## src/dsb_pkg.sv

```systemverilog
package dsb_pkg;

  // ==========================================================
  // register offsets (byte addresses)
  localparam logic [7:0] OFF_CTRL   = 8'h00;
  localparam logic [7:0] OFF_STATUS = 8'h04;
  localparam logic [7:0] OFF_MR0    = 8'h08;
  localparam logic [7:0] OFF_MR1    = 8'h0C;
  localparam logic [7:0] OFF_MR2    = 8'h10;
  localparam logic [7:0] OFF_RDATA  = 8'h14;
  localparam logic [7:0] OFF_ERR    = 8'h18;

  // ==========================================================
  // reset values
  localparam logic [1:0]  CTRL_RST  = 2'h0;
  localparam logic [12:0] MR_RST    = 13'h0000;
  localparam logic [31:0] RDATA_RST = 32'h00000000;

  // ==========================================================
  // control bits
  localparam int CTRL_EN_BIT  = 0;
  localparam int CTRL_ODT_BIT = 1;

  // ==========================================================
  // mode register field positions
  localparam int MR0_BL_LO    = 0;
  localparam int MR0_CL_LOW   = 2;
  localparam int MR0_ORD_BIT  = 3;
  localparam int MR0_CL_LO    = 4;
  localparam int MR0_PPD_BIT  = 12;
  localparam int MR1_DRV_A    = 1;
  localparam int MR1_RTT_A    = 2;
  localparam int MR1_DRV_B    = 5;
  localparam int MR1_RTT_B    = 6;
  localparam int MR1_RTT_C    = 9;
  localparam int MR1_QOFF_BIT = 12;
  localparam int MR2_CWL_LO   = 3;
  localparam int MR2_ASR_BIT  = 6;
  localparam int MR2_SRT_BIT  = 7;
  localparam int MR2_RTTW_LO  = 9;

  // ==========================================================
  // encodings
  localparam logic [1:0] BL_FIXED8  = 2'h0;
  localparam logic [1:0] DRV_SEL    = 2'h1;
  localparam logic [2:0] RTT_NOM_ON = 3'h3;
  localparam logic [1:0] RTT_WR_ON  = 2'h2;
  localparam logic [3:0] CL_BASE    = 4'h4;
  localparam logic [3:0] CWL_BASE   = 4'h5;
  localparam logic [3:0] CL_MIN     = 4'h6;
  localparam logic [3:0] CL_MAX_F   = 4'hB;
  localparam logic [3:0] CL_MAX_S   = 4'hA;
  localparam logic [3:0] CWL_MAX_F  = 4'h8;
  localparam logic [3:0] CWL_MAX_S  = 4'h7;
  localparam logic [2:0] BEATS_BL8  = 3'h4;

  // command code {cs_n, ras_n, cas_n, we_n}
  localparam logic [3:0] CMD_MRS  = 4'h0;
  localparam logic [3:0] CMD_READ = 4'h5;

  typedef enum logic [2:0] {
    DSB_IDLE  = 3'b001,
    DSB_LAT   = 3'b010,
    DSB_BURST = 3'b100
  } dsb_state_t;

endpackage

```

## src/dsb_ddr3_cfg.sv

```systemverilog
// Function
// - first read data follows the read after the programmed read latency
// - mode register 0 bits 1:0 equal 00 give fixed burst of eight
// - mode register 0 bit 12 selects slow or fast power-down exit
// - mode register 2 bit 6 enables automatic self-refresh rate
// - mode register 2 bit 7 selects extended self-refresh temperature range
// - mode register 0 bit 3 zero selects nibble-sequential read order
// - mode register 1 bit 12 zero enables outputs, driver field 01
// - termination on by 011 in mode register 1, dynamic by 10 in 2
//
// Our own choices: the register offsets and register access over APB.
`timescale 1ns/10ps
module dsb_ddr3_cfg #(
  parameter bit FAST_GRADE = 1'b1,
  parameter int BA_W       = 3,
  parameter int ADDR_W     = 13
) (
  input  wire logic              pclk,
  input  wire logic              presetn,
  input  wire logic              ce,
  input  wire logic              psel,
  input  wire logic              penable,
  input  wire logic              pwrite,
  input  wire logic [7:0]        paddr,
  input  wire logic [31:0]       pwdata,
  output logic      [31:0]       prdata,
  output logic                   pready,
  output logic                   pslverr,
  input  wire logic              mem_ck,
  input  wire logic              mem_cke,
  input  wire logic              mem_cs_n,
  input  wire logic              mem_ras_n,
  input  wire logic              mem_cas_n,
  input  wire logic              mem_we_n,
  input  wire logic [BA_W-1:0]   mem_ba,
  input  wire logic [ADDR_W-1:0] mem_addr,
  output logic      [31:0]       mem_dq_o,
  output logic                   mem_dq_oe,
  output logic                   mem_rd_valid,
  output logic                   mem_odt_en
);

  localparam int SW = ADDR_W + BA_W + 6;

  // ==========================================================
  // pin synchronisers
  logic [SW-1:0] pins_s;
  logic          ck_s, ck_d1_q, ck_rise;
  logic          cke_s;
  logic [3:0]    cmd_s;
  logic [BA_W-1:0]   ba_s;
  logic [ADDR_W-1:0] addr_s;

  dsb_sync #(.W(SW)) u_sync (
    .pclk    (pclk),
    .presetn (presetn),
    .ce      (ce),
    .async_i ({mem_ck, mem_cke, mem_cs_n, mem_ras_n, mem_cas_n, mem_we_n, mem_ba, mem_addr}),
    .sync_o  (pins_s)
  );

  assign {ck_s, cke_s, cmd_s, ba_s, addr_s} = pins_s;

  always_ff @(posedge pclk or negedge presetn) begin
    if (!presetn) begin
      ck_d1_q <= 1'b0;
    end else if (ce) begin
      ck_d1_q <= ck_s;
    end
  end

  assign ck_rise = ck_s & ~ck_d1_q;

  // ==========================================================
  // registers
  logic [1:0]  ctrl_q;
  logic [12:0] mr0_q, mr1_q, mr2_q;
  logic [31:0] rdata_q;
  logic        err_q;
  logic        cmd_valid;
  logic        mrs_hit, read_hit;
  logic        wr_acc, rd_setup;
  logic        addr_ok;
  logic [31:0] rd_mux;
  logic [31:0] status;

  assign cmd_valid = ck_rise & cke_s & ctrl_q[dsb_pkg::CTRL_EN_BIT];
  assign mrs_hit   = cmd_valid && (cmd_s == dsb_pkg::CMD_MRS);
  assign read_hit  = cmd_valid && (cmd_s == dsb_pkg::CMD_READ);

  always_ff @(posedge pclk or negedge presetn) begin
    if (!presetn) begin
      mr0_q <= dsb_pkg::MR_RST;
      mr1_q <= dsb_pkg::MR_RST;
      mr2_q <= dsb_pkg::MR_RST;
    end else if (ce && mrs_hit) begin
      case (ba_s[1:0])
        2'h0:    mr0_q <= addr_s[12:0];
        2'h1:    mr1_q <= addr_s[12:0];
        2'h2:    mr2_q <= addr_s[12:0];
        default: mr0_q <= mr0_q;
      endcase
    end
  end

  // ==========================================================
  // mode decode
  logic [3:0] cl, cwl;
  logic       bl8, fast_exit, asr_on, srt_ext, seq_order;
  logic       outbuf_on, drv_ok, rtt_nom_on, rtt_wr_on, reserved;
  logic       pair_ok;

  assign cl  = dsb_pkg::CL_BASE + {1'b0, mr0_q[dsb_pkg::MR0_CL_LO +: 3]};
  assign cwl = dsb_pkg::CWL_BASE + {1'b0, mr2_q[dsb_pkg::MR2_CWL_LO +: 3]};

  assign bl8        = (mr0_q[dsb_pkg::MR0_BL_LO +: 2] == dsb_pkg::BL_FIXED8);
  assign fast_exit  = mr0_q[dsb_pkg::MR0_PPD_BIT];
  assign asr_on     = mr2_q[dsb_pkg::MR2_ASR_BIT];
  assign srt_ext    = mr2_q[dsb_pkg::MR2_SRT_BIT];
  assign seq_order  = ~mr0_q[dsb_pkg::MR0_ORD_BIT];
  assign outbuf_on  = ~mr1_q[dsb_pkg::MR1_QOFF_BIT];
  assign drv_ok     = ({mr1_q[dsb_pkg::MR1_DRV_B], mr1_q[dsb_pkg::MR1_DRV_A]} == dsb_pkg::DRV_SEL);
  assign rtt_nom_on = ({mr1_q[dsb_pkg::MR1_RTT_C], mr1_q[dsb_pkg::MR1_RTT_B],
                        mr1_q[dsb_pkg::MR1_RTT_A]} == dsb_pkg::RTT_NOM_ON);
  assign rtt_wr_on  = (mr2_q[dsb_pkg::MR2_RTTW_LO +: 2] == dsb_pkg::RTT_WR_ON);

  // latency pair must match a supported speed bin
  always_comb begin
    case (cl)
      4'h6:    pair_ok = (cwl == 4'h5);
      4'h7,
      4'h8:    pair_ok = (cwl == 4'h6);
      4'h9,
      4'hA:    pair_ok = (cwl == 4'h7);
      4'hB:    pair_ok = (cwl == 4'h8) && FAST_GRADE;
      default: pair_ok = 1'b0;
    endcase
  end

  // flag encodings the grade cannot run
  assign reserved = mr0_q[dsb_pkg::MR0_CL_LOW] || (cl < dsb_pkg::CL_MIN)
                  || (cl > (FAST_GRADE ? dsb_pkg::CL_MAX_F : dsb_pkg::CL_MAX_S))
                  || (cwl > (FAST_GRADE ? dsb_pkg::CWL_MAX_F : dsb_pkg::CWL_MAX_S))
                  || !pair_ok;

  // ==========================================================
  // apb slave, zero wait states
  assign pready   = 1'b1;
  assign wr_acc   = psel & penable & pwrite;
  assign rd_setup = psel & ~penable & ~pwrite;

  always_comb begin
    case (paddr)
      dsb_pkg::OFF_CTRL, dsb_pkg::OFF_STATUS, dsb_pkg::OFF_MR0, dsb_pkg::OFF_MR1,
      dsb_pkg::OFF_MR2, dsb_pkg::OFF_RDATA, dsb_pkg::OFF_ERR: addr_ok = 1'b1;
      default: addr_ok = 1'b0;
    endcase
  end

  assign pslverr = psel & penable & ~addr_ok;

  assign status = {13'h0000, cwl, cl, reserved, rtt_wr_on, rtt_nom_on, drv_ok, outbuf_on,
                   seq_order, srt_ext, asr_on, fast_exit, bl8, ~cke_s};

  always_comb begin
    case (paddr)
      dsb_pkg::OFF_CTRL:   rd_mux = {30'h0, ctrl_q};
      dsb_pkg::OFF_STATUS: rd_mux = status;
      dsb_pkg::OFF_MR0:    rd_mux = {19'h0, mr0_q};
      dsb_pkg::OFF_MR1:    rd_mux = {19'h0, mr1_q};
      dsb_pkg::OFF_MR2:    rd_mux = {19'h0, mr2_q};
      dsb_pkg::OFF_RDATA:  rd_mux = rdata_q;
      dsb_pkg::OFF_ERR:    rd_mux = {31'h0, err_q};
      default:             rd_mux = 32'h00000000;
    endcase
  end

  always_ff @(posedge pclk or negedge presetn) begin
    if (!presetn) begin
      prdata <= 32'h00000000;
    end else if (ce && rd_setup) begin
      prdata <= rd_mux;
    end
  end

  always_ff @(posedge pclk or negedge presetn) begin
    if (!presetn) begin
      ctrl_q  <= dsb_pkg::CTRL_RST;
      rdata_q <= dsb_pkg::RDATA_RST;
    end else if (ce && wr_acc) begin
      if (paddr == dsb_pkg::OFF_CTRL) begin
        ctrl_q <= pwdata[1:0];
      end
      if (paddr == dsb_pkg::OFF_RDATA) begin
        rdata_q <= pwdata;
      end
    end
  end

  // sticky reserved-encoding flag, write one to clear, set wins
  always_ff @(posedge pclk or negedge presetn) begin
    if (!presetn) begin
      err_q <= 1'b0;
    end else if (ce) begin
      if (reserved && ctrl_q[dsb_pkg::CTRL_EN_BIT]) begin
        err_q <= 1'b1;
      end else if (wr_acc && (paddr == dsb_pkg::OFF_ERR) && pwdata[0]) begin
        err_q <= 1'b0;
      end
    end
  end

  // termination follows mode setting and software enable
  always_ff @(posedge pclk or negedge presetn) begin
    if (!presetn) begin
      mem_odt_en <= 1'b0;
    end else if (ce) begin
      mem_odt_en <= ctrl_q[dsb_pkg::CTRL_ODT_BIT] & (rtt_nom_on | rtt_wr_on);
    end
  end

  // ==========================================================
  // read latency and burst
  dsb_pkg::dsb_state_t state_q;
  logic [3:0] lat_q;
  logic [2:0] beat_q;

  always_ff @(posedge pclk or negedge presetn) begin
    if (!presetn) begin
      state_q <= dsb_pkg::DSB_IDLE;
      lat_q   <= 4'h0;
      beat_q  <= 3'h0;
    end else if (ce) begin
      case (state_q)
        dsb_pkg::DSB_IDLE: begin
          if (read_hit && !reserved) begin
            state_q <= dsb_pkg::DSB_LAT;
            // count a full read latency of link edges before the first word
            lat_q   <= cl;
          end
        end
        dsb_pkg::DSB_LAT: begin
          if (ck_rise) begin
            if (lat_q == 4'h1) begin
              state_q <= dsb_pkg::DSB_BURST;
              beat_q  <= dsb_pkg::BEATS_BL8;
            end else begin
              lat_q <= lat_q - 4'h1;
            end
          end
        end
        dsb_pkg::DSB_BURST: begin
          if (ck_rise) begin
            if (beat_q == 3'h1) begin
              state_q <= dsb_pkg::DSB_IDLE;
            end
            beat_q <= beat_q - 3'h1;
          end
        end
        default: state_q <= dsb_pkg::DSB_IDLE;
      endcase
    end
  end

  always_ff @(posedge pclk or negedge presetn) begin
    if (!presetn) begin
      mem_rd_valid <= 1'b0;
      mem_dq_oe    <= 1'b0;
      mem_dq_o     <= 32'h00000000;
    end else if (ce) begin
      mem_rd_valid <= (state_q == dsb_pkg::DSB_BURST);
      mem_dq_oe    <= (state_q == dsb_pkg::DSB_BURST) && outbuf_on;
      mem_dq_o     <= (state_q == dsb_pkg::DSB_BURST) ? rdata_q : 32'h00000000;
    end
  end

endmodule // dsb_ddr3_cfg

```

## src/dsb_sync.sv

```systemverilog
`timescale 1ns/10ps
module dsb_sync #(
  parameter int W = 1
) (
  input  wire logic         pclk,
  input  wire logic         presetn,
  input  wire logic         ce,
  input  wire logic [W-1:0] async_i,
  output logic      [W-1:0] sync_o
);

  logic [W-1:0] meta_q;

  // ==========================================================
  // two-flop synchroniser per bit
  genvar i;
  generate
    for (i = 0; i < W; i++) begin : g_bit
      always_ff @(posedge pclk or negedge presetn) begin
        if (!presetn) begin
          meta_q[i] <= 1'b0;
          sync_o[i] <= 1'b0;
        end else if (ce) begin
          meta_q[i] <= async_i[i];
          sync_o[i] <= meta_q[i];
        end
      end
    end
  endgenerate

endmodule // dsb_sync

```

## config.mk

```make
export PLATFORM = sky130hd
export DESIGN_NAME = dsb_ddr3_cfg
export DESIGN_NICKNAME = d
export VERILOG_FILES = /design/src/dsb_pkg.sv /design/src/dsb_ddr3_cfg.sv /design/src/dsb_sync.sv
export SDC_FILE = /design/constraint.sdc
export NUM_CORES = 1
export LEC_CHECK = 0
export BUFFER_PORTS_ARGS = -buffer_cell sky130_fd_sc_hd__buf_2
export CAP_MARGIN = 10
export CORE_MARGIN = 10
export CORE_UTILIZATION = 32
export DETAILED_ROUTE_END_ITERATION = 16
export GPL_TIMING_DRIVEN = 0
export SLEW_MARGIN = 20
export SYNTH_ARGS = -nofsm -noshare
export SYNTH_HDL_FRONTEND = slang
export SYNTH_SLANG_ARGS = --single-unit
```

## constraint.sdc

```tcl
create_clock -name pclk -period 1.8 [get_ports pclk]
set_input_delay 0.18 -clock pclk [delete_from_list [all_inputs] [get_ports pclk]]
set_output_delay 0.18 -clock pclk [all_outputs]
set_load 0.005 [all_outputs]
```

==> summary.txt <==
Run status
  – Outcome: complete, but fails checks
  – Failing checks: negative setup slack

STA
  – Setup Viol. Count Final: 24
  – Period utilization: 1.10
  – Relative slew slack: 0.543
  – Min setup slack post-route: -0.178 ns
  – RSZ-0062 raised after global routing: true
  – Setup TNS: -1.58 ns
  – Final Skew: 0.0111 ns
  – Final hold vios: 0
  – Fin. max-slew vios: 0
  – Crit path time final: 1.98 ns
  – Worst Tran Pin Value: 0.685 ns
  – Highest Clock Rate: 506 MHz

Setup path
  – Critical path type: register to register
  – RR Startpoint: mr2_q[3]
  – CP required: 2.12 ns
  – Slowest CP cell: or4b_4
  – Crit path DAT: 2.30 ns
  – Crit end category: register
  – R2R depth: 7
  – Setup slack, reg-to-reg: -0.18 ns
  – FF-to-FF End: lat_q[3]
  – Max stage delay on crit path: 0.52 ns
  – Worst path cell trace: buf_6 > or4b_4 > o22ai_2 > o21ai_2 > a21oi_4 > o221ai_2 > o2bb2ai_1
  – CP startpoint kind: register
  – Crit Path Max Fanout: 5

Logic synthesis
  – Synth Warn #: 0
  – Sequential fraction of the synthesis area: 0.579
  – Cell variety after synth: 61
  – Post-synth ARST share: 1.00
  – Number of synthesized register bits: 194
  – Synth Area per Inst: 12.1 um2
  – Synth Instances: 694
  – Prevailing post-synth register cell: dfrtp_1
  – Syn nets: 767
  – Post-synth EDFFs: 0
  – Mapped Area: 0.00839 mm2

Run
  – Maxcap violations: 0

Power
  – Worst-case vdd ir drop: 0.000621 V
  – Sw frac: 0.247
  – Net switching power: 2.22 mW
  – Seq pwr share: 0.511
  – Internal Power: 6.79 mW
  – Logic pwr share: 0.069
  – PwrDens: 823 mW/mm2
  – Clock network power share: 0.420
  – Leakage: 5.32 nW

CTS
  – CTS tree: done
  – Reg clk slew, reported paths: 0.07 ns
  – H-tree Lvls: 4
  – Clk Latency, worst-skew pair: 0.44 ns
  – Root buffer cell: clkbuf_16
  – Total CTS buffers: 17
  – CTS max path bufs: 2
  – # clock sinks: 194

Floorplan
  – Starting Density: 0.324
  – Die Footprint: 0.0331 mm2
  – Core area: 0.0259 mm2
  – Std-Cell Rows: 59
  – Die width: 182 um
  – Ports: 137
  – Vert. Die Dim: 182 um

Route
  – Final Routed Wirelength: 24,000 um
  – Routed vias: 6,249
  – DR vias/cell: 4.98
  – Antenna Nets Post-Route: 0
  – Drt first pass iters: 8
  – DRC viols: 0
  – Iter 0 DRT Violations: 431
  – WL/cell: 19.1 um

Global routing
  – First-pass GRT wire length: 37,200 um
  – Vias in the first global route: 6,345
  – GRT Total Usage: 0.142
  – Total global routing overflow: 0
  – Initial antenna violation count: 0
  – Pin count of the biggest net entering global routing: 88

Placed design
  – PortBufs: 131
  – Placed cell area: 0.00953 mm2
  – # placed instances: 1,162
  – Routability cong.: 0.835
  – Hpwl dp: 17,200 um

Finish
  – Fin nets: 981
  – Area growth, synth to finish: 30.6%
  – Most frequent cells in the layout: dfrtp_1, buf_2, mux2_2
  – Fillers: 2,461
  – # diodes: 0
  – Design Area, Final: 0.0110 mm2
  – Layout cells sized above 1: 0.378
  – Util after Layout: 0.423
  – Commonest non-fill, non-tap cell in the layout: dfrtp_1
  – Cell Count, Final, Fillers Out: 1,256

Worst hold path
  – Min-Delay Endpoint: u_sync.meta_q[20]
  – Hold Path Class: input pin to register
  – Worst hold path depth: 2
  – Hold Path Origin: mem_cke
## cells in the mapped netlist, types with 2 or more instances
master	n	area share
nand2b_1	6	0.0045
mux2i_1	23	0.027
inv_1	50	0.022
o21ai_0	48	0.029
nand2_1	27	0.012
nor3b_1	2	0.0018
nor2b_1	6	0.0045
mux2_1	8	0.011
ha_1	5	0.0075
mux2_2	110	0.15
buf_2	12	0.0072
nand4_1	2	0.0015
nand3b_1	2	0.0018
o22ai_1	12	0.0090
or3_1	3	0.0022
buf_1	5	0.0022
a31oi_1	6	0.0045
a222oi_1	7	0.0084
and2_1	2	0.0015
clkbuf_1	26	0.012
o221ai_1	3	0.0031
nor3_1	5	0.0030
o31ai_1	2	0.0018
buf_6	2	0.0027
a21oi_1	16	0.0095
nor2_1	26	0.012
a22o_1	16	0.017
dfrtp_1	193	0.58
nand3_1	37	0.022
## through the flow
stage	setup slack, ns	power [mW]	hold slack, ns
floorplan	-0.0407	4.90	-0.116
global placement	-2.82	5.17	0.402
detailed placement	-0.565	5.20	0.123
CTS	-0.126	9.10	0.00668
global route	-0.217	9.36	0.00219
finish	-0.178	9.01	0.00817
## worst max path at each step
| stage | startpoint | cells after the start | end | slack [ns] |
|---|---|---|---|---|
| detailed placement | ce | 5 | mem_odt_en | -0.56 |
| CTS | mr2_q[3] | 7 | lat_q[2] | -0.13 |
| global placement | presetn | 1 | u_sync.meta_q[16] | -2.82 |
| floorplan | mr2_q[3] | 7 | lat_q[3] | -0.04 |
| finish | mr2_q[3] | 7 | lat_q[3] | -0.18 |
| global route | mr2_q[3] | 7 | lat_q[0] | -0.22 |
## sequential cells by signal, summed over array words and instances, names as in the netlist
name,cells
mem_dq_o,32
prdata,32
rdata_q,32
u_sync.meta_q,21
u_sync.sync_o,21
mr0_q,13
mr1_q,13
mr2_q,13
lat_q,4
beat_q,3
state_q,3
ctrl_q,2
ck_d1_q,1
err_q,1
mem_dq_oe,1
mem_odt_en,1
mem_rd_valid,1
## power groups by stage
stage | registers, mW | logic, mW | clock network [mW]
2_1_floorplan | 4.63 | 0.261 | 0
6_report | 4.61 | 0.618 | 3.79
5_1_grt | 4.63 | 0.685 | 4.05
3_3_place_gp | 4.68 | 0.498 | 0
4_1_cts | 4.60 | 0.623 | 3.88
3_5_place_dp | 4.68 | 0.523 | 0
## cell families (layout without fill, tap and decap cells)
group,Yosys count,count (layout),share of synthesized area
other,1,1,0.000447
AND/OR/NAND/NOR,128,129,0.0770
multiplexers,142,142,0.189
adder cells (fa/ha/maj),5,5,0.00746
XOR/XNOR,2,2,0.00209
AO/OA/AOI/OAI,125,125,0.0979
flip-flops,194,194,0.579
buffers and inverters,97,323,0.0476
## repair_timing
action                                  4_1_cts  5_1_grt
endpoints found under the hold margin       101        0
pin swaps                                     3        8
gates cloned                                  0        2
buffers inserted                              6        6
hold buffers                                 51        0
endpoints found under the setup margin       83       94
gates resized for setup                      28       53
## cell type report
class	count	area, um2	area share
flip-flops and latches	194	4860	0.443
multi-input cells	404	3320	0.303
repair buffers	197	1350	0.123
clock buffers	18	439	0.0401
well taps	335	419	0.0383
plain buffers	44	236	0.0216
inverters	50	188	0.0171
clock inverters	14	145	0.0133
## layer usage
layer | wire, um | vias to the layer above | GRT usage
met5 | 0 | - | 0
met4 | 312 | 0 | 0.0426
met3 | 1410 | 22 | 0.0392
met2 | 11200 | 195 | 0.221
met1 | 11100 | 3128 | 0.188
li1 | - | 2904 | -
## critical path, delay by kind of cell, from the launching register on
| family | cells | cell delay, ns |
|---|---|---|
| buf+inv | 1 | 0.13 |
| simple gates | 1 | 0.52 |
| compound gates | 5 | 0.81 |
| flops | 1 | 0.40 |
Power figures use the tool's default switching activity.
